==> src/inc/rbmc_regs.svh <==
// Register offsets, field positions and reset values of the resonant
// burst-mode block. Assumes inclusion by bare name from design files.
`ifndef RBMC_REGS_SVH
`define RBMC_REGS_SVH
// ==================================================================
// Offsets
`define RBMC_BURST_CFG_ADDR 8'h4a
`define RBMC_THIRD_FALL_ADDR 8'h4b
// ==================================================================
// Fields
`define RBMC_EN_HI 7
`define RBMC_EN_LO 6
`define RBMC_OFS_HI 5
`define RBMC_OFS_LO 0
// ==================================================================
// Reset values
`define RBMC_BURST_CFG_RST 8'h00
`define RBMC_THIRD_FALL_RST 8'h00
`endif

==> src/inc/rbmc_pkg.sv <==
// Types of the resonant burst-mode block.
// Assumes nothing beyond a SystemVerilog compiler.
`default_nettype none
package rbmc_pkg;
  typedef enum logic [1:0] {
    RBMC_EN_OFF = 2'h0,
    RBMC_EN_NORMAL = 2'h1,
    RBMC_EN_OFF_ALT = 2'h2,
    RBMC_EN_ALL = 2'h3
  } rbmc_en_t;
  typedef enum logic [2:0] {
    RBMC_ST_IDLE = 3'h1,
    RBMC_ST_SOFT = 3'h2,
    RBMC_ST_RUN = 3'h4
  } rbmc_state_t;
endpackage : rbmc_pkg
`default_nettype wire

==> src/core/rbmc_burst_ctrl.sv <==
// Burst-mode gating for the PWM engine in resonant mode.
// Assumes synchronous register port and status inputs from the core.
`timescale 1ns/1ps
`default_nettype none
`include "rbmc_regs.svh"
module rbmc_burst_ctrl (
  // Clock and reset
  input wire logic core_clk,
  input wire logic nrst,
  // Register port
  input wire logic [7:0] reg_addr,
  input wire logic reg_wr,
  input wire logic [7:0] reg_wdata,
  output logic [7:0] reg_rdata,
  // Converter status
  input wire logic resonant_mode,
  input wire logic soft_start,
  input wire logic converter_on,
  input wire logic [7:0] freq_limit_max,
  input wire logic [7:0] switch_freq,
  // Outputs to PWM engine
  output logic burst_allowed,
  output logic burst_active,
  output logic [8:0] burst_threshold,
  output logic [7:0] third_pwm_output_fall_dt
);
  logic rst_q1;
  logic rst_n;
  logic [7:0] burst_cfg;
  logic [7:0] third_pwm_fall;
  logic [7:0] rd_data;
  rbmc_pkg::rbmc_en_t en_mode;
  rbmc_pkg::rbmc_state_t state;
  rbmc_pkg::rbmc_state_t next_state;
  logic next_allowed;
  logic [8:0] next_threshold;
  logic run_ok;
  logic soft_ok;
  logic next_active;
  logic [8:0] next_threshold_out;
  // ================================================================
  // Reset release
  // Assertion acts at once; release waits two edges so that no flop
  // leaves reset in a different cycle from its neighbours.
  always_ff @(posedge core_clk or negedge nrst) begin
    if (!nrst) begin
      rst_q1 <= 1'b0;
      rst_n <= 1'b0;
    end else begin
      rst_q1 <= 1'b1;
      rst_n <= rst_q1;
    end
  end
  // ================================================================
  // Registers
  // Writes land on the strobe edge; the store also serves reads
  rbmc_regfile u_regs (
    .core_clk(core_clk),
    .rst_n(rst_n),
    .addr(reg_addr),
    .wr_en(reg_wr),
    .wr_data(reg_wdata),
    .rd_data(rd_data),
    .burst_cfg(burst_cfg),
    .third_pwm_fall(third_pwm_fall)
  );
  // ================================================================
  // Enable code
  assign en_mode = rbmc_pkg::rbmc_en_t'(burst_cfg[`RBMC_EN_HI:`RBMC_EN_LO]);
  // ================================================================
  // Operating phase tracking
  // Converter off always means idle; soft start and regulation may
  // follow one another in either order while the converter runs.
  always_comb begin
    next_state = state;
    case (state)
      rbmc_pkg::RBMC_ST_IDLE: begin
        if (converter_on) begin
          next_state = soft_start ? rbmc_pkg::RBMC_ST_SOFT
                                  : rbmc_pkg::RBMC_ST_RUN;
        end
      end
      rbmc_pkg::RBMC_ST_SOFT: begin
        if (!converter_on) begin
          next_state = rbmc_pkg::RBMC_ST_IDLE;
        end else if (!soft_start) begin
          next_state = rbmc_pkg::RBMC_ST_RUN;
        end
      end
      rbmc_pkg::RBMC_ST_RUN: begin
        if (!converter_on) begin
          next_state = rbmc_pkg::RBMC_ST_IDLE;
        end else if (soft_start) begin
          next_state = rbmc_pkg::RBMC_ST_SOFT;
        end
      end
      default: next_state = rbmc_pkg::RBMC_ST_IDLE;
    endcase
  end
  always_ff @(posedge core_clk or negedge rst_n) begin
    if (!rst_n) begin
      state <= rbmc_pkg::RBMC_ST_IDLE;
    end else begin
      state <= next_state;
    end
  end
  // ================================================================
  // Enable decode
  // Phase permissions from the two-bit enable code
  always_comb begin
    run_ok = 1'h0;
    soft_ok = 1'h0;
    case (en_mode)
      rbmc_pkg::RBMC_EN_OFF: begin
        run_ok = 1'h0;
        soft_ok = 1'h0;
      end
      rbmc_pkg::RBMC_EN_OFF_ALT: begin
        run_ok = 1'h0;
        soft_ok = 1'h0;
      end
      rbmc_pkg::RBMC_EN_NORMAL: begin
        run_ok = 1'h1;
        soft_ok = 1'h0;
      end
      rbmc_pkg::RBMC_EN_ALL: begin
        run_ok = 1'h1;
        soft_ok = 1'h1;
      end
      default: begin
        run_ok = 1'h0;
        soft_ok = 1'h0;
      end
    endcase
  end
  // ================================================================
  // Permission for the coming cycle
  // Judged on next_state so that permission and phase change together
  always_comb begin
    next_allowed = 1'h0;
    case (next_state)
      rbmc_pkg::RBMC_ST_RUN: next_allowed = run_ok;
      rbmc_pkg::RBMC_ST_SOFT: next_allowed = soft_ok;
      rbmc_pkg::RBMC_ST_IDLE: next_allowed = 1'h0;
      default: next_allowed = 1'h0;
    endcase
    // Settings have no meaning outside resonant mode
    if (!resonant_mode) begin
      next_allowed = 1'h0;
    end
  end
  // ================================================================
  // Threshold
  // Top frequency limit less the offset; an offset above the limit
  // wraps into the ninth bit, which no frequency code can reach.
  assign next_threshold = {1'h0, freq_limit_max}
    - {3'h0, burst_cfg[`RBMC_OFS_HI:`RBMC_OFS_LO]};
  // Outside resonant mode the offset is ignored and zero is shown
  always_comb begin
    next_threshold_out = 9'h000;
    if (resonant_mode) begin
      next_threshold_out = next_threshold;
    end
  end
  // Burst starts once the frequency reaches the threshold
  assign next_active = next_allowed
    && ({1'h0, switch_freq} >= next_threshold);
  // ================================================================
  // Permission output
  always_ff @(posedge core_clk or negedge rst_n) begin
    if (!rst_n) begin
      burst_allowed <= 1'h0;
    end else begin
      burst_allowed <= next_allowed;
    end
  end
  // ================================================================
  // Burst activity output
  // No hysteresis: a frequency hovering at the threshold toggles
  // burst from cycle to cycle; the loop is expected to filter it.
  always_ff @(posedge core_clk or negedge rst_n) begin
    if (!rst_n) begin
      burst_active <= 1'h0;
    end else begin
      burst_active <= next_active;
    end
  end
  // ================================================================
  // Threshold output
  always_ff @(posedge core_clk or negedge rst_n) begin
    if (!rst_n) begin
      burst_threshold <= 9'h000;
    end else begin
      burst_threshold <= next_threshold_out;
    end
  end
  // ================================================================
  // Register read output
  // Second register stage; reads take two edges after the address
  always_ff @(posedge core_clk or negedge rst_n) begin
    if (!rst_n) begin
      reg_rdata <= 8'h00;
    end else begin
      reg_rdata <= rd_data;
    end
  end
  // ================================================================
  // Dead-time export
  // Stored only; the edge timing itself lives in the PWM engine
  always_ff @(posedge core_clk or negedge rst_n) begin
    if (!rst_n) begin
      third_pwm_output_fall_dt <= 8'h00;
    end else begin
      third_pwm_output_fall_dt <= third_pwm_fall;
    end
  end
endmodule : rbmc_burst_ctrl
`default_nettype wire

==> src/core/rbmc_regfile.sv <==
// Byte-wide register store for the two registers at 0x4a and 0x4b.
// Assumes a synchronous single-cycle write strobe; read data registered.
`timescale 1ns/1ps
`default_nettype none
`include "rbmc_regs.svh"
module rbmc_regfile (
  // Clock and reset
  input wire logic core_clk,
  input wire logic rst_n,
  // Access
  input wire logic [7:0] addr,
  input wire logic wr_en,
  input wire logic [7:0] wr_data,
  output logic [7:0] rd_data,
  // Stored values
  output logic [7:0] burst_cfg,
  output logic [7:0] third_pwm_fall
);
  // ================================================================
  // Storage
  always_ff @(posedge core_clk or negedge rst_n) begin
    if (!rst_n) begin
      burst_cfg <= `RBMC_BURST_CFG_RST;
      third_pwm_fall <= `RBMC_THIRD_FALL_RST;
    end else if (wr_en) begin
      if (addr == `RBMC_BURST_CFG_ADDR) begin
        burst_cfg <= wr_data;
      end
      if (addr == `RBMC_THIRD_FALL_ADDR) begin
        third_pwm_fall <= wr_data;
      end
    end
  end
  // ================================================================
  // Registered read, unmapped reads as zero
  always_ff @(posedge core_clk or negedge rst_n) begin
    if (!rst_n) begin
      rd_data <= 8'h00;
    end else begin
      case (addr)
        `RBMC_BURST_CFG_ADDR: rd_data <= burst_cfg;
        `RBMC_THIRD_FALL_ADDR: rd_data <= third_pwm_fall;
        default: rd_data <= 8'h00;
      endcase
    end
  end
endmodule : rbmc_regfile
`default_nettype wire

==> config.mk <==
export PLATFORM = sky130hd
export DESIGN_NAME = rbmc_burst_ctrl
export DESIGN_NICKNAME = d
export VERILOG_FILES = /design/src/inc/rbmc_pkg.sv /design/src/core/rbmc_burst_ctrl.sv /design/src/core/rbmc_regfile.sv
export VERILOG_INCLUDE_DIRS = /design/src /design/src/inc
export SDC_FILE = /design/constraint.sdc
export NUM_CORES = 1
export LEC_CHECK = 0
export ABC_CLOCK_PERIOD_IN_PS = 1800
export BUFFER_PORTS_ARGS = -buffer_cell sky130_fd_sc_hd__buf_2
export CAP_MARGIN = 20
export CELL_PAD_IN_SITES_DETAIL_PLACEMENT = 1
export CELL_PAD_IN_SITES_GLOBAL_PLACEMENT = 1
export CORE_MARGIN = 5
export CORE_UTILIZATION = 25
export CTS_CLUSTER_DIAMETER = 120
export CTS_CLUSTER_SIZE = 25
export DETAILED_ROUTE_END_ITERATION = 12
export GPL_TIMING_DRIVEN = 0
export PLACE_DENSITY_LB_ADDON = 0.1
export SLEW_MARGIN = 15
export SYNTH_ARGS = -nofsm -noshare
export SYNTH_HDL_FRONTEND = slang
export SYNTH_SLANG_ARGS = --single-unit
==> constraint.sdc <==
create_clock -name core_clk -period 1.8 [get_ports core_clk]
set_input_delay 0.27 -clock core_clk [delete_from_list [all_inputs] [get_ports core_clk]]
set_output_delay 0.27 -clock core_clk [all_outputs]
set_load 0.005 [all_outputs]
==> metrics list, run 1 <==
- Counting flops and latches in the post-synthesis netlist gives 56.
- Between clock sinks in the finished design, the worst skew comes to 0.00918 ns.
* CP arrival: 2.93 ns
- Following the worst setup path forward leads to its endpoint at burst_active$_DFF_PN0_.
* Share of power burned in combinational logic: 0.161
* Area of the die: 11500 um2
- From left edge to right edge, the die measures 107 um.
* Buffer levels on the longest clock path: 2
* Vias in the first global route: 1733
- Flop-to-flop setup slack: -0.96 ns
* Tightest Hold Check Type: input pin to flip-flop
* R2R Path Start: u_regs.burst_cfg[0]$_DFFE_PN0P_
- Data required time of the worst path: 1.97 ns
- Setup violations remaining at the end of the flow were counted as 2.
- Using the TritonRoute via totals, the vias-per-cell ratio works out to 4.17.
- The first global-routing pass estimated 8.90 mm of wire.
- In this run the tightest slew margin relative to its limit is 0.530.
- Cell types with the largest area share after synthesis: sky130_fd_sc_hd__dfrtp_1 58%, sky130_fd_sc_hd__mux2_2 7.6%, sky130_fd_sc_hd__ha_1 7.4%
- Of the post-synthesis cell area, the dominant cell type holds 0.582.
- Clock-pin transition on the worst setup and hold timing paths: 0.10 ns
- Internal power comes to 0.00180 W.
- The first detailed-routing pass ran for 4 iterations.
- CTS Root Buffer Type: sky130_fd_sc_hd__clkbuf_8
- In this run the worst path has a maximum fanout of 2.
* Kind of launch point of the worst setup path: flip-flop
- Achievable frequency: 0.363 GHz
* Depth of the CTS H-tree: 2
- The count of final hold-check violations was 0.
* Status: finished, violations left
- Counting cells, the worst reg-to-reg path comes to 11.
- End of the worst register-to-register path: burst_active$_DFF_PN0_
- Global-route usage over all layers: 0.0999
* Switching fraction of total power: 0.261
* Final critical delay including setup and external delays: 2.76 ns
- Post-layout instance area: 3250 um2
- Number of different library cells in the post-synthesis netlist: 39
* Clock tree from TritonCTS: done
* Clock latency on the worst-skew pair: 0.30 ns
- Counting every instance in the synthesized netlist gives 176.
* Residual DRC count: 0
- Across the VDD grid, the largest voltage drop is 0.354 mV.
* Seq/Total Area, Yosys: 0.593
- Routability-driven placement finished with a final weighted congestion of 0.697.
* Ratio of final minimum period to clock period: 1.53
* Measured slew at the worst slew-check pin: 0.705 ns
- In the final routed layout, each cell accounts on average for 14.3 um.
* Area of the core: 9240 um2
- Leading cell type in the layout, fill and taps excluded: sky130_fd_sc_hd__buf_2
- The biggest area contributor in the post-synthesis netlist is sky130_fd_sc_hd__dfrtp_1.
* Post-placement cell area: 2860 um2
* Setup repair after global routing missed its margin: yes
* IO Count: 65
- Number of antenna diodes: 0
- Detailed-route via count: 1646
- The initial antenna violation count was 0.
* Number of nets with antenna violations after routing: 0
- Post-Place Setup Slack: -1.13 ns
- Highest-count cells in the layout ignoring fill and taps: 64 x sky130_fd_sc_hd__buf_2, 53 x sky130_fd_sc_hd__dfrtp_1, 16 x sky130_fd_sc_hd__mux2_2, 10 x sky130_fd_sc_hd__inv_1, 10 x sky130_fd_sc_hd__buf_6
- Once layout is complete, the cells apart from fillers number 395.
- Summed over all cells, the static leakage comes to 1.68 nW.
* Die H: 107 um
- Min setup slack post-route: -0.957 ns
* Share of power burned in the clock network: 0.280
* Routed wire length: 5.66 mm
* Sequential Power Share: 0.558
- The floorplan has 35 rows.
- After the last flow step, the layout net total stands at 318.
- The final reports fail on negative setup slack.
* Cell Pwr Density: 752 nW/um2
- Detailed placement finished with a half-perimeter wire length of 4.00 mm.
- Starting density of the core: 0.256
- Filler cell count: 1016
* Final slew viol count: 0
* Category of the critical setup timing path: flip-flop to flip-flop
* Number of DRC markers after the initial detailed-route iteration: 27
- Yosys warning total: 0
- Syn avg cell area: 13.4 um2
- Share of cells above drive strength 1: 0.541
* Number of buffers created by CTS: 5
- After global routing the overflow that remains totals 0.
* CP Capture Type: flip-flop
* P_sw: 0.000638 W
* Placed cell count: 369
- Max capacitance violation total: 0
- Tracing the worst setup path back leads to its startpoint at u_regs.burst_cfg[0]$_DFFE_PN0P_.
- The number of nets in the synthesized netlist is 229.
- Setup Total Neg Slack: -1.61 ns
- Relative to the synthesized area, the layout overhead comes to 37.4%.
* Number of port buffers: 64
- Maximum number of pins on one net before global-route repair: 55
* Sinks on Clock Net: 56
- The cell area that synthesis handed to floorplanning was 2360 um2.
critical path: stages, from the launching register on:
cell                       delay [ns]
sky130_fd_sc_hd__dfrtp_1         0.40
sky130_fd_sc_hd__ha_2            0.19
sky130_fd_sc_hd__fa_2            0.36
sky130_fd_sc_hd__nor2b_2         0.15
sky130_fd_sc_hd__o2111a_2        0.26
sky130_fd_sc_hd__nor3_4          0.06
sky130_fd_sc_hd__xnor2_1         0.13
sky130_fd_sc_hd__ha_1            0.29
sky130_fd_sc_hd__a21o_1          0.16
sky130_fd_sc_hd__a221o_1         0.35
sky130_fd_sc_hd__a41oi_2         0.22
sky130_fd_sc_hd__nor4_1          0.07
per-layer routing:
metal | global-route usage | routed length (um) | up-vias
met1 | 0.131 | 2580 | 803
met3 | 0.0277 | 267 | 8
met2 | 0.161 | 2740 | 41
met5 | 0 | 0 | -
met4 | 0.0274 | 84 | 0
li1 | - | - | 794
synth_stat cells (all sizes together):
| master | instances |
|---|---|
| a211oi | 1 |
| a21o | 2 |
| nand4b | 1 |
| nand2b | 4 |
| or3 | 2 |
| o2111a | 1 |
| o211ai | 2 |
| nor4b | 1 |
| xor2 | 2 |
| fa | 1 |
| conb | 1 |
| a22o | 8 |
| and2 | 1 |
| nand2 | 7 |
| nand3 | 1 |
| nor3 | 6 |
| inv | 13 |
| nor4 | 1 |
| o21ai | 6 |
| xnor2 | 2 |
| a21oi | 2 |
| o21a | 3 |
| nor2b | 2 |
| dfstp | 1 |
| o211a | 1 |
| ha | 14 |
| mux2i | 2 |
| o221ai | 1 |
| mux2 | 16 |
| and3 | 1 |
| or2 | 4 |
| a221o | 1 |
| a41oi | 1 |
| dfrtp | 55 |
| nor2 | 9 |
worst min path at each step:
| stage | start | end | slack [ns] | cells after the start |
|---|---|---|---|---|
| after global placement | nrst | rst_n$_DFF_PN0_ | 0.06 | 1 |
| after detailed placement | nrst | rst_q1$_DFF_PN0_ | 0.06 | 1 |
| after global routing | soft_start | state[2]$_DFF_PN0_ | 0.11 | 2 |
| after floorplan | nrst | rst_n$_DFF_PN0_ | -0.03 | 0 |
| after CTS | soft_start | state[2]$_DFF_PN0_ | 0.11 | 2 |
| final | soft_start | state[2]$_DFF_PN0_ | 0.13 | 2 |
sequential cells by signal (all words and copies together), names as in the netlist:
register and count:
state 3, u_regs.burst_cfg 8, rst_n 1, u_regs.third_pwm_fall 8
u_regs.rd_data 8, burst_threshold 9, reg_rdata 8, rst_q1 1
burst_allowed 1, third_pwm_output_fall_dt 8, burst_active 1
per-stage QoR:
step                      hold WS, ns  power, W   util
after floorplan               -0.0256   0.00155      -
after global placement         0.0557   0.00169  0.309
after detailed placement       0.0572   0.00169  0.309
after CTS                       0.111   0.00245  0.331
after global routing            0.114   0.00261  0.351
final                           0.126   0.00244  0.351
logic make-up (layout without fill, tap and decap cells):
family | Yosys count | after routing | synth area share
mux | 18 | 18 | 0.0847
xor+xnor | 4 | 4 | 0.0148
other cells | 1 | 1 | 0.00159
compound gates | 29 | 29 | 0.0969
fa+ha+maj | 15 | 15 | 0.0826
flops | 56 | 56 | 0.593
buf+inv | 13 | 103 | 0.0206
simple gates | 40 | 40 | 0.105
timing repair:
action / in CTS / in global routing
hold buffers: 1 / 0
setup endpoints to repair: 5 / 3
cloned: 0 / 0
endpoints found under the hold margin: 2 / 0
buffers inserted: 4 / 13
resized for setup: 13 / 23
pin swaps: 2 / 5
final cells by class:
cell class	instances	area (um2)	area share
inverters	13	48.8	0.0150
flip-flops and latches	56	1410	0.434
clock buffers	6	72.6	0.0224
well taps	129	161	0.0497
clock inverters	2	16.3	0.00501
multi-input cells	107	1040	0.322
repair buffers	82	495	0.153
power by group through the flow:
stage	Sequential, W	Combinational (W)	Clock [W]
after global placement	0.00139	0.000295	0
after floorplan	0.00138	0.000173	0
after CTS	0.00137	0.000340	0.000739
after global routing	0.00138	0.000445	0.000786
after detailed placement	0.00139	0.000299	0
final	0.00136	0.000394	0.000685
No activity file was read; power rests on OpenSTA's default activity.
==> inputs of run 2 (changes only) <==
--- a/config.mk
+++ b/config.mk
@@ -6,7 +6,7 @@
 export SDC_FILE = /design/constraint.sdc
 export NUM_CORES = 1
 export LEC_CHECK = 0
-export ABC_CLOCK_PERIOD_IN_PS = 1800
+export ABC_CLOCK_PERIOD_IN_PS = 2200
 export BUFFER_PORTS_ARGS = -buffer_cell sky130_fd_sc_hd__buf_2
 export CAP_MARGIN = 20
 export CELL_PAD_IN_SITES_DETAIL_PLACEMENT = 1
==> constraint.sdc (replaced) <==
create_clock -name core_clk -period 2.2 [get_ports core_clk]
set_input_delay 0.33 -clock core_clk [delete_from_list [all_inputs] [get_ports core_clk]]
set_output_delay 0.33 -clock core_clk [all_outputs]
set_load 0.005 [all_outputs]
==> metrics list, run 2 (same netlist as run 1, synthesis figures left out) <==
- The run finished, with violations left.
- Clock tree from TritonCTS: done
- The final worst setup slack came to -0.550 ns (+0.408 ns).
- Starting density of the core: 0.256 (unchanged)
- The number of max-slew violations in the final report was 0 (unchanged).
* Total number of placement rows: 35 (unchanged)
- The detailed placer's ending HPWL is 4.00 mm (unchanged).
* Die H: 107 um (unchanged)
- Maximum number of pins on one net before global-route repair: 55 (unchanged)
- CTS Root Buffer Type: sky130_fd_sc_hd__clkbuf_8
- Setup repair after global routing missed its margin: yes
- IO Count: 65 (unchanged)
- More flip-flops sit in one register than any other, and that register is burst_threshold.
* Post-layout nets: 307 (-3.5%)
* Clock latency on the worst-skew pair: 0.30 ns (about the same)
- Measured slew at the worst slew-check pin: 0.712 ns (+0.00704 ns)
- The post-route setup TNS is -0.550 ns (+1.06 ns).
- First-pass DRT Iterations: 4 (unchanged)
- Leakage power summed over all cells: 1.61 nW (-4.0%)
- The area of all placed cells without fillers is 3090 um2 (-4.9%).
* Post-Place Setup Slack: -0.767 ns (+0.364 ns)
- Data required time of the worst path: 2.37 ns (+0.40 ns)
- On the critical path, the stage with the largest delay is an instance of sky130_fd_sc_hd__dfrtp_1.
- The setup path with the least slack is of type flip-flop to flip-flop.
* RePlAce Congestion: 0.697 (unchanged)
* Achievable frequency: 0.364 GHz (+0.28%)
- The total number of H-tree levels came to 2 (unchanged).
- Tightest Hold Check Type: input pin to flip-flop
* Post-placement cell area: 2860 um2 (unchanged)
* Area of the die: 11500 um2 (unchanged)
- The clock transition at the registers of the reported paths was 0.10 ns (about the same).
- Number of antenna violations at the first check in global routing: 0 (unchanged)
* Kind of launch point of the worst setup path: flip-flop
* CP Capture Type: flip-flop
* Filler cell count: 1026 (+0.98%)
* Number of nets with antenna violations after routing: 0 (unchanged)
- Number of flip-flops in the largest register: 9 (unchanged)
- Register cell area after layout: 1410 um2 (about the same)
- Area of the core: 9240 um2 (unchanged)
* Number of port buffers: 64 (unchanged)
- Relative to the synthesized area, the layout overhead comes to 30.7%.
- The final core area utilization was 0.334 (-0.0171).
* Cell Pwr Density: 634 nW/um2 (-16%)
- The maximum clock path buffer count came to 2 (unchanged).
- Headroom to the max-slew limit: 0.525 (-0.00469)
- Global-route usage over all layers: 0.0990 (-0.000904)
- Width of the die: 107 um (unchanged)
- Mean number of vias per cell: 4.13 (-1.0%)
* Final Hold Vio Count: 0 (unchanged)
* Residual DRC count: 0 (unchanged)
- The via count of the first global-routing pass is 1717 (-0.92%).
- The wire length after detailed routing came to 5.46 mm (-3.7%).
- First-pass GRT wire length: 8.83 mm (-0.85%)
- Final critical delay including setup and external delays: 2.75 ns (-0.00781 ns)
* Multi-input combinational cell area: 1010 um2 (-3.5%)
- Failing checks: negative setup slack
- Sinks on Clock Net: 56 (unchanged)
- The worst path arrival time came to 2.92 ns (about the same).
- Clock tree skew after final layout: 0.00873 ns (-0.000455 ns)
* Leading cell type in the layout, fill and taps excluded: sky130_fd_sc_hd__buf_2
* Routed wire per std cell: 14.2 um (-0.91%)
- Number of antenna diodes: 0 (unchanged)
- The library cells used most frequently in the layout, excluding fill and tap cells, are 64 x sky130_fd_sc_hd__buf_2, 54 x sky130_fd_sc_hd__dfrtp_1, 16 x sky130_fd_sc_hd__mux2_2, 13 x sky130_fd_sc_hd__inv_1.
* Number of DRC markers after the initial detailed-route iteration: 29 (+7.4%)
- Ratio of final minimum period to clock period: 1.25 (-0.282)
- The number of max-cap violations is 0 (unchanged).
* Crit Path Max Fanout: 5 (+3)
- Worst path max stage delay: 0.37 ns (-0.03 ns)
* Final count of negative-setup-slack endpoints: 1 (-1)
- Number of buffers created by CTS: 5 (unchanged)
- The largest voltage drop on the vdd net was 0.289 mV (-18%).
- Crit path cell chain: inv_1 > ha_4 > or2_2 > or3_4 > o21ai_4 > xnor2_2 > ha_1 > and3_1 > a221o_1 > a41oi_2 > nor4_1
- The overall via count from detail_route came to 1584 (-3.8%).
- The total grt overflow came to 0 (unchanged).
- The share of cells above drive strength 1 was 0.494 (-0.0472).
==> run 2: cell types whose count changed in the layout (fill, tap and decap cells not counted), moves of 2 or more <==
| cell | change |
|---|---|
| sky130_fd_sc_hd__inv_1 | +3 |
| sky130_fd_sc_hd__ha_1 | +2 |
| sky130_fd_sc_hd__buf_6 | -10 |
| sky130_fd_sc_hd__inv_2 | -3 |
| sky130_fd_sc_hd__ha_4 | -2 |
==> run 2: through the flow <==
stage               hold slack [ns]  cells  power [W]
CTS                           0.171    381    0.00199
detailed placement            0.117    369    0.00138
floorplan                    0.0344    176    0.00127
finish                        0.188    384    0.00196
global placement              0.116    369    0.00138
global route                  0.174    384    0.00209
==> run 2: area by class of cell <==
class	instances	area share
Tap cell	129	0.0522
Multi-Input combinational cell	107	0.326
Timing Repair Buffer	71	0.122
Inverter	13	0.0158
Clock inverter	2	0.00527
Sequential cell	56	0.455
Clock buffer	6	0.0235
==> run 2: worst max-delay path, delay by kind of cell (launching register included) <==
kind                     cells  cell delay [ns]
AO/OA/AOI/OAI                3             0.69
XOR/XNOR                     1             0.09
adder cells (fa/ha/maj)      2             0.48
buffers and inverters        1             0.08
flip-flops                   1             0.37
AND/OR/NAND/NOR              4             0.91
==> run 2: path summary, 6_finish.rpt <==
| kind | depth (start not counted) | slack (ns) | from | endpoint |
|---|---|---|---|---|
| min | 2 | 0.19 | soft_start | state[2]$_DFF_PN0_ |
| max in group asynchronous | 0 | 1.34 | rst_n$_DFF_PN0_ | u_regs.third_pwm_fall[5]$_DFFE_PN0P_ |
| min in group asynchronous | 2 | 0.32 | nrst | rst_n$_DFF_PN0_ |
| min reg2reg | 0 | 0.36 | u_regs.rd_data[3]$_DFF_PN0_ | reg_rdata[3]$_DFF_PN0_ |
| max reg2reg | 11 | -0.55 | u_regs.burst_cfg[4]$_DFFE_PN0P_ | burst_active$_DFF_PN0_ |
| max | 11 | -0.55 | u_regs.burst_cfg[4]$_DFFE_PN0P_ | burst_active$_DFF_PN0_ |
==> run 2: where the power goes <==
group          internal [W]  switching (W)  total, W
Sequential          0.00108      0.0000398   0.00112
Clock              0.000228       0.000333  0.000561
Combinational      0.000145       0.000137  0.000282
Total               0.00145       0.000510   0.00196
==> run 2: metal layers <==
metal  vias up  global-route usage  wire [um]
met5         -                   0          0
met2        37               0.159       2600
met4         0              0.0274         52
li1        771                   -          -
met1       772               0.131       2540
met3         4              0.0277        262
==> run 2: repair_timing <==
item                       in CTS  in global routing
buffers inserted                3                  3
hold buffers                    1                  0
pin swaps                       2                  4
setup endpoints to repair       1                  1
resized for setup               8                  7
hold endpoints to repair        2                  0
==> inputs of run 3 (changes only) <==
--- a/config.mk
+++ b/config.mk
@@ -13,12 +13,13 @@
 export CELL_PAD_IN_SITES_GLOBAL_PLACEMENT = 1
 export CORE_MARGIN = 5
 export CORE_UTILIZATION = 25
+export CTS_BUF_LIST = sky130_fd_sc_hd__clkbuf_4
 export CTS_CLUSTER_DIAMETER = 120
 export CTS_CLUSTER_SIZE = 25
 export DETAILED_ROUTE_END_ITERATION = 12
 export GPL_TIMING_DRIVEN = 0
 export PLACE_DENSITY_LB_ADDON = 0.1
-export SLEW_MARGIN = 15
+export SLEW_MARGIN = 20
 export SYNTH_ARGS = -nofsm -noshare
 export SYNTH_HDL_FRONTEND = slang
 export SYNTH_SLANG_ARGS = --single-unit
==> metrics list, run 3 (same netlist as run 1, synthesis figures left out) <==
- The wire length after detailed routing came to 5.48 mm (+0.51%).
- Register ranked first by flip-flop count: burst_threshold
- The largest voltage drop on the vdd net came to 0.230 mV (-20%).
- The leakage power total was 1.64 nW (+1.9%).
- The global-route wire length before repair came to 9.07 mm (+2.8%).
- The number of placement rows was 35 (unchanged).
- Hold Startpoint: soft_start
* Category of the critical setup timing path: flip-flop to flip-flop
- Kind of launch point of the worst setup path: flip-flop
- Failing checks: negative setup slack
- Highest-count cells in the layout ignoring fill and taps: 64 x sky130_fd_sc_hd__buf_2, 54 x sky130_fd_sc_hd__dfrtp_1, 16 x sky130_fd_sc_hd__mux2_2, 13 x sky130_fd_sc_hd__inv_1, 10 x sky130_fd_sc_hd__buf_4
- The worst-margin pin slew was 0.526 ns (-0.186 ns).
- The initial core utilization was 0.256 (unchanged).
- CTS Root Buffer Type: sky130_fd_sc_hd__clkbuf_4
- Clock latency on the worst-skew pair: 0.37 ns (+0.07 ns)
- The detailed placer's ending HPWL was 4.01 mm (+0.31%).
- The largest net degree at the start of global routing is 51 (-7.3%).
* Min setup slack post-route: -0.582 ns (-0.0323 ns)
- Non-filler cells, final: 389 (+1.3%)
- The number of failing setup endpoints in the final timing report was 1 (unchanged).
* Buffer levels on the longest clock path: 2 (unchanged)
- Area of the core: 9240 um2 (unchanged)
- Mean number of vias per cell: 4.18 (+1.3%)
* Number of antenna violations at the first check in global routing: 0 (unchanged)
- The top-level I/O count came to 65 (unchanged).
- The die footprint came to 11500 um2 (unchanged).
- R2R Path Start: u_regs.burst_cfg[4]$_DFFE_PN0P_
* Ratio of final minimum period to clock period: 1.26 (+0.0147)
* Post-placement cell area: 2890 um2 (+0.96%)
* Crit Path Max Fanout: 5 (unchanged)
* Number of flip-flops in the largest register: 9 (unchanged)
* Clock tree skew after final layout: 0.0183 ns (+0.00953 ns)
- Tightest Hold Check Type: input pin to flip-flop
- Number of antenna diodes: 0 (unchanged)
- The worst-case hold slack came to 0.118 ns (-0.0692 ns).
- Hold Path Stages: 2 (unchanged)
- The count of nets after finishing came to 312 (+1.6%).
- The post-detailed-route count of antenna-violating nets is 0 (unchanged).
* End of the worst register-to-register path: burst_active$_DFF_PN0_
- The post-placement cell count was 370 (+0.27%).
- The CTS sink count was 56 (unchanged).
- The total number of H-tree levels was 2 (unchanged).
* Die H: 107 um (unchanged)
* Final critical delay including setup and external delays: 2.78 ns (+0.0323 ns)
- Data required time of the worst path: 2.44 ns (+0.07 ns)
- The global placer's final weighted congestion is 0.697 (unchanged).
- The number of input and output port buffers inserted came to 64 (unchanged).
- Routed length on met3: 340 um (+30%)
* Final slew viol count: 0 (unchanged)
- Share of cells above drive strength 1: 0.515 (+0.0213)
* Detailed-route via count: 1625 (+2.6%)
- The number of design-rule violations left by the first detailed-router iteration came to 28 (-3.4%).
- The worst-case headroom to the max-slew limit was 0.648 (+0.123).
- Total congestion overflow after global routing: 0 (unchanged)
- Residual DRC count: 0 (unchanged)
- Status: finished, violations left
* Post-layout instance area: 3130 um2 (+1.2%)
- Hold worst-path end: state[2]$_DFF_PN0_
* CP Capture Type: flip-flop
- Setup repair after global routing could not meet its margin everywhere.
- Worst Reg2Reg Path Length in Cells: 11 (unchanged)
* Global-route usage over all layers: 0.100 (+0.00107)
- The routed wirelength normalized by instance count came to 14.1 um (-0.78%).
- Achievable frequency: 0.359 GHz (-1.2%)
- TritonCTS built the clock tree.
- The worst path arrival time came to 3.02 ns (+0.10 ns).
- The routed length on met2 came to 2.64 mm (+1.7%).
- Leaving out fill and tap cells, the most frequent cell in the layout is sky130_fd_sc_hd__buf_2.
- The routed metal-1 wirelength came to 2.46 mm (-3.1%).
- The TritonCTS buffer count was 5 (unchanged).
* Final total power: 0.00188 W (-4.1%)
- The die width was 107 um (unchanged).
- The clock transition at the registers of the reported paths was 0.17 ns (+0.07 ns).
* DR top layer: met4
* Cell Pwr Density: 600 nW/um2 (-5.3%)
* First-pass DRT Iterations: 3 (-1)
* Max capacitance violation total: 0 (unchanged)
- Flop-to-flop setup slack: -0.58 ns (-0.03 ns)
* Final Hold Vio Count: 0 (unchanged)
* Area overhead of the layout relative to synthesis: 32.3%
- Vias in the first global route: 1733 (+0.93%)
* Post-Place Setup Slack: -0.775 ns (-0.00858 ns)
## run 3: power breakdown
part / internal [W] / switching (W) / leakage, nW
clock: 0.000130 / 0.000331 / 0.0356
sequential: 0.00108 / 0.0000234 / 0.759
combinational: 0.000159 / 0.000157 / 0.847
## run 3: worst max path at each step
stage                                                from                endpoint  slack, ns
after detailed placement                freq_limit_max[4]  burst_active$_DFF_PN0_      -0.78
after global routing      u_regs.burst_cfg[0]$_DFFE_PN0P_  burst_active$_DFF_PN0_      -0.68
after floorplan           u_regs.burst_cfg[0]$_DFFE_PN0P_  burst_active$_DFF_PN0_      -0.37
after global placement                  freq_limit_max[4]  burst_active$_DFF_PN0_      -0.80
final                     u_regs.burst_cfg[4]$_DFFE_PN0P_  burst_active$_DFF_PN0_      -0.58
after CTS                 u_regs.burst_cfg[0]$_DFFE_PN0P_  burst_active$_DFF_PN0_      -0.61
## run 3: what timing repair did
item | in CTS | in global routing
hold buffers | 1 | 0
pin swaps | 3 | 3
setup buffers | 5 | 5
endpoints found under the hold margin | 2 | 0
setup endpoints to repair | 1 | 1
gates resized for setup | 8 | 8
## run 3: critical path, cell delays in order (launching register included)
cell	delay, ns
sky130_fd_sc_hd__dfrtp_1	0.39
sky130_fd_sc_hd__inv_1	0.08
sky130_fd_sc_hd__ha_4	0.18
sky130_fd_sc_hd__or2_2	0.31
sky130_fd_sc_hd__or3_4	0.35
sky130_fd_sc_hd__o21ai_4	0.17
sky130_fd_sc_hd__xnor2_2	0.09
sky130_fd_sc_hd__ha_1	0.31
sky130_fd_sc_hd__and3_4	0.18
sky130_fd_sc_hd__a221o_1	0.30
sky130_fd_sc_hd__a41oi_2	0.21
sky130_fd_sc_hd__nor4_1	0.07
## run 3: metrics by stage
step,util,TNS [ns]
floorplan,-,-0.370
global placement,0.309,-16.96
detailed placement,0.312,-0.775
CTS,0.329,-0.610
global route,0.338,-0.681
finish,0.338,-0.582
## run 3: routing by layer
metal  global-route usage  vias to the layer above
met2                0.160                       39
li1                     -                      786
met1                0.133                      798
met4               0.0219                        0
met3               0.0307                        2
met5                    0                        -
## run 3: layout make-up
cell class	instances	area (um2)
well taps	129	161
clock buffers	5	37.5
multi-input cells	107	1020
clock inverters	3	22.5
flip-flops and latches	56	1410
fillers	1017	6110
inverters	13	48.8
repair buffers	76	433
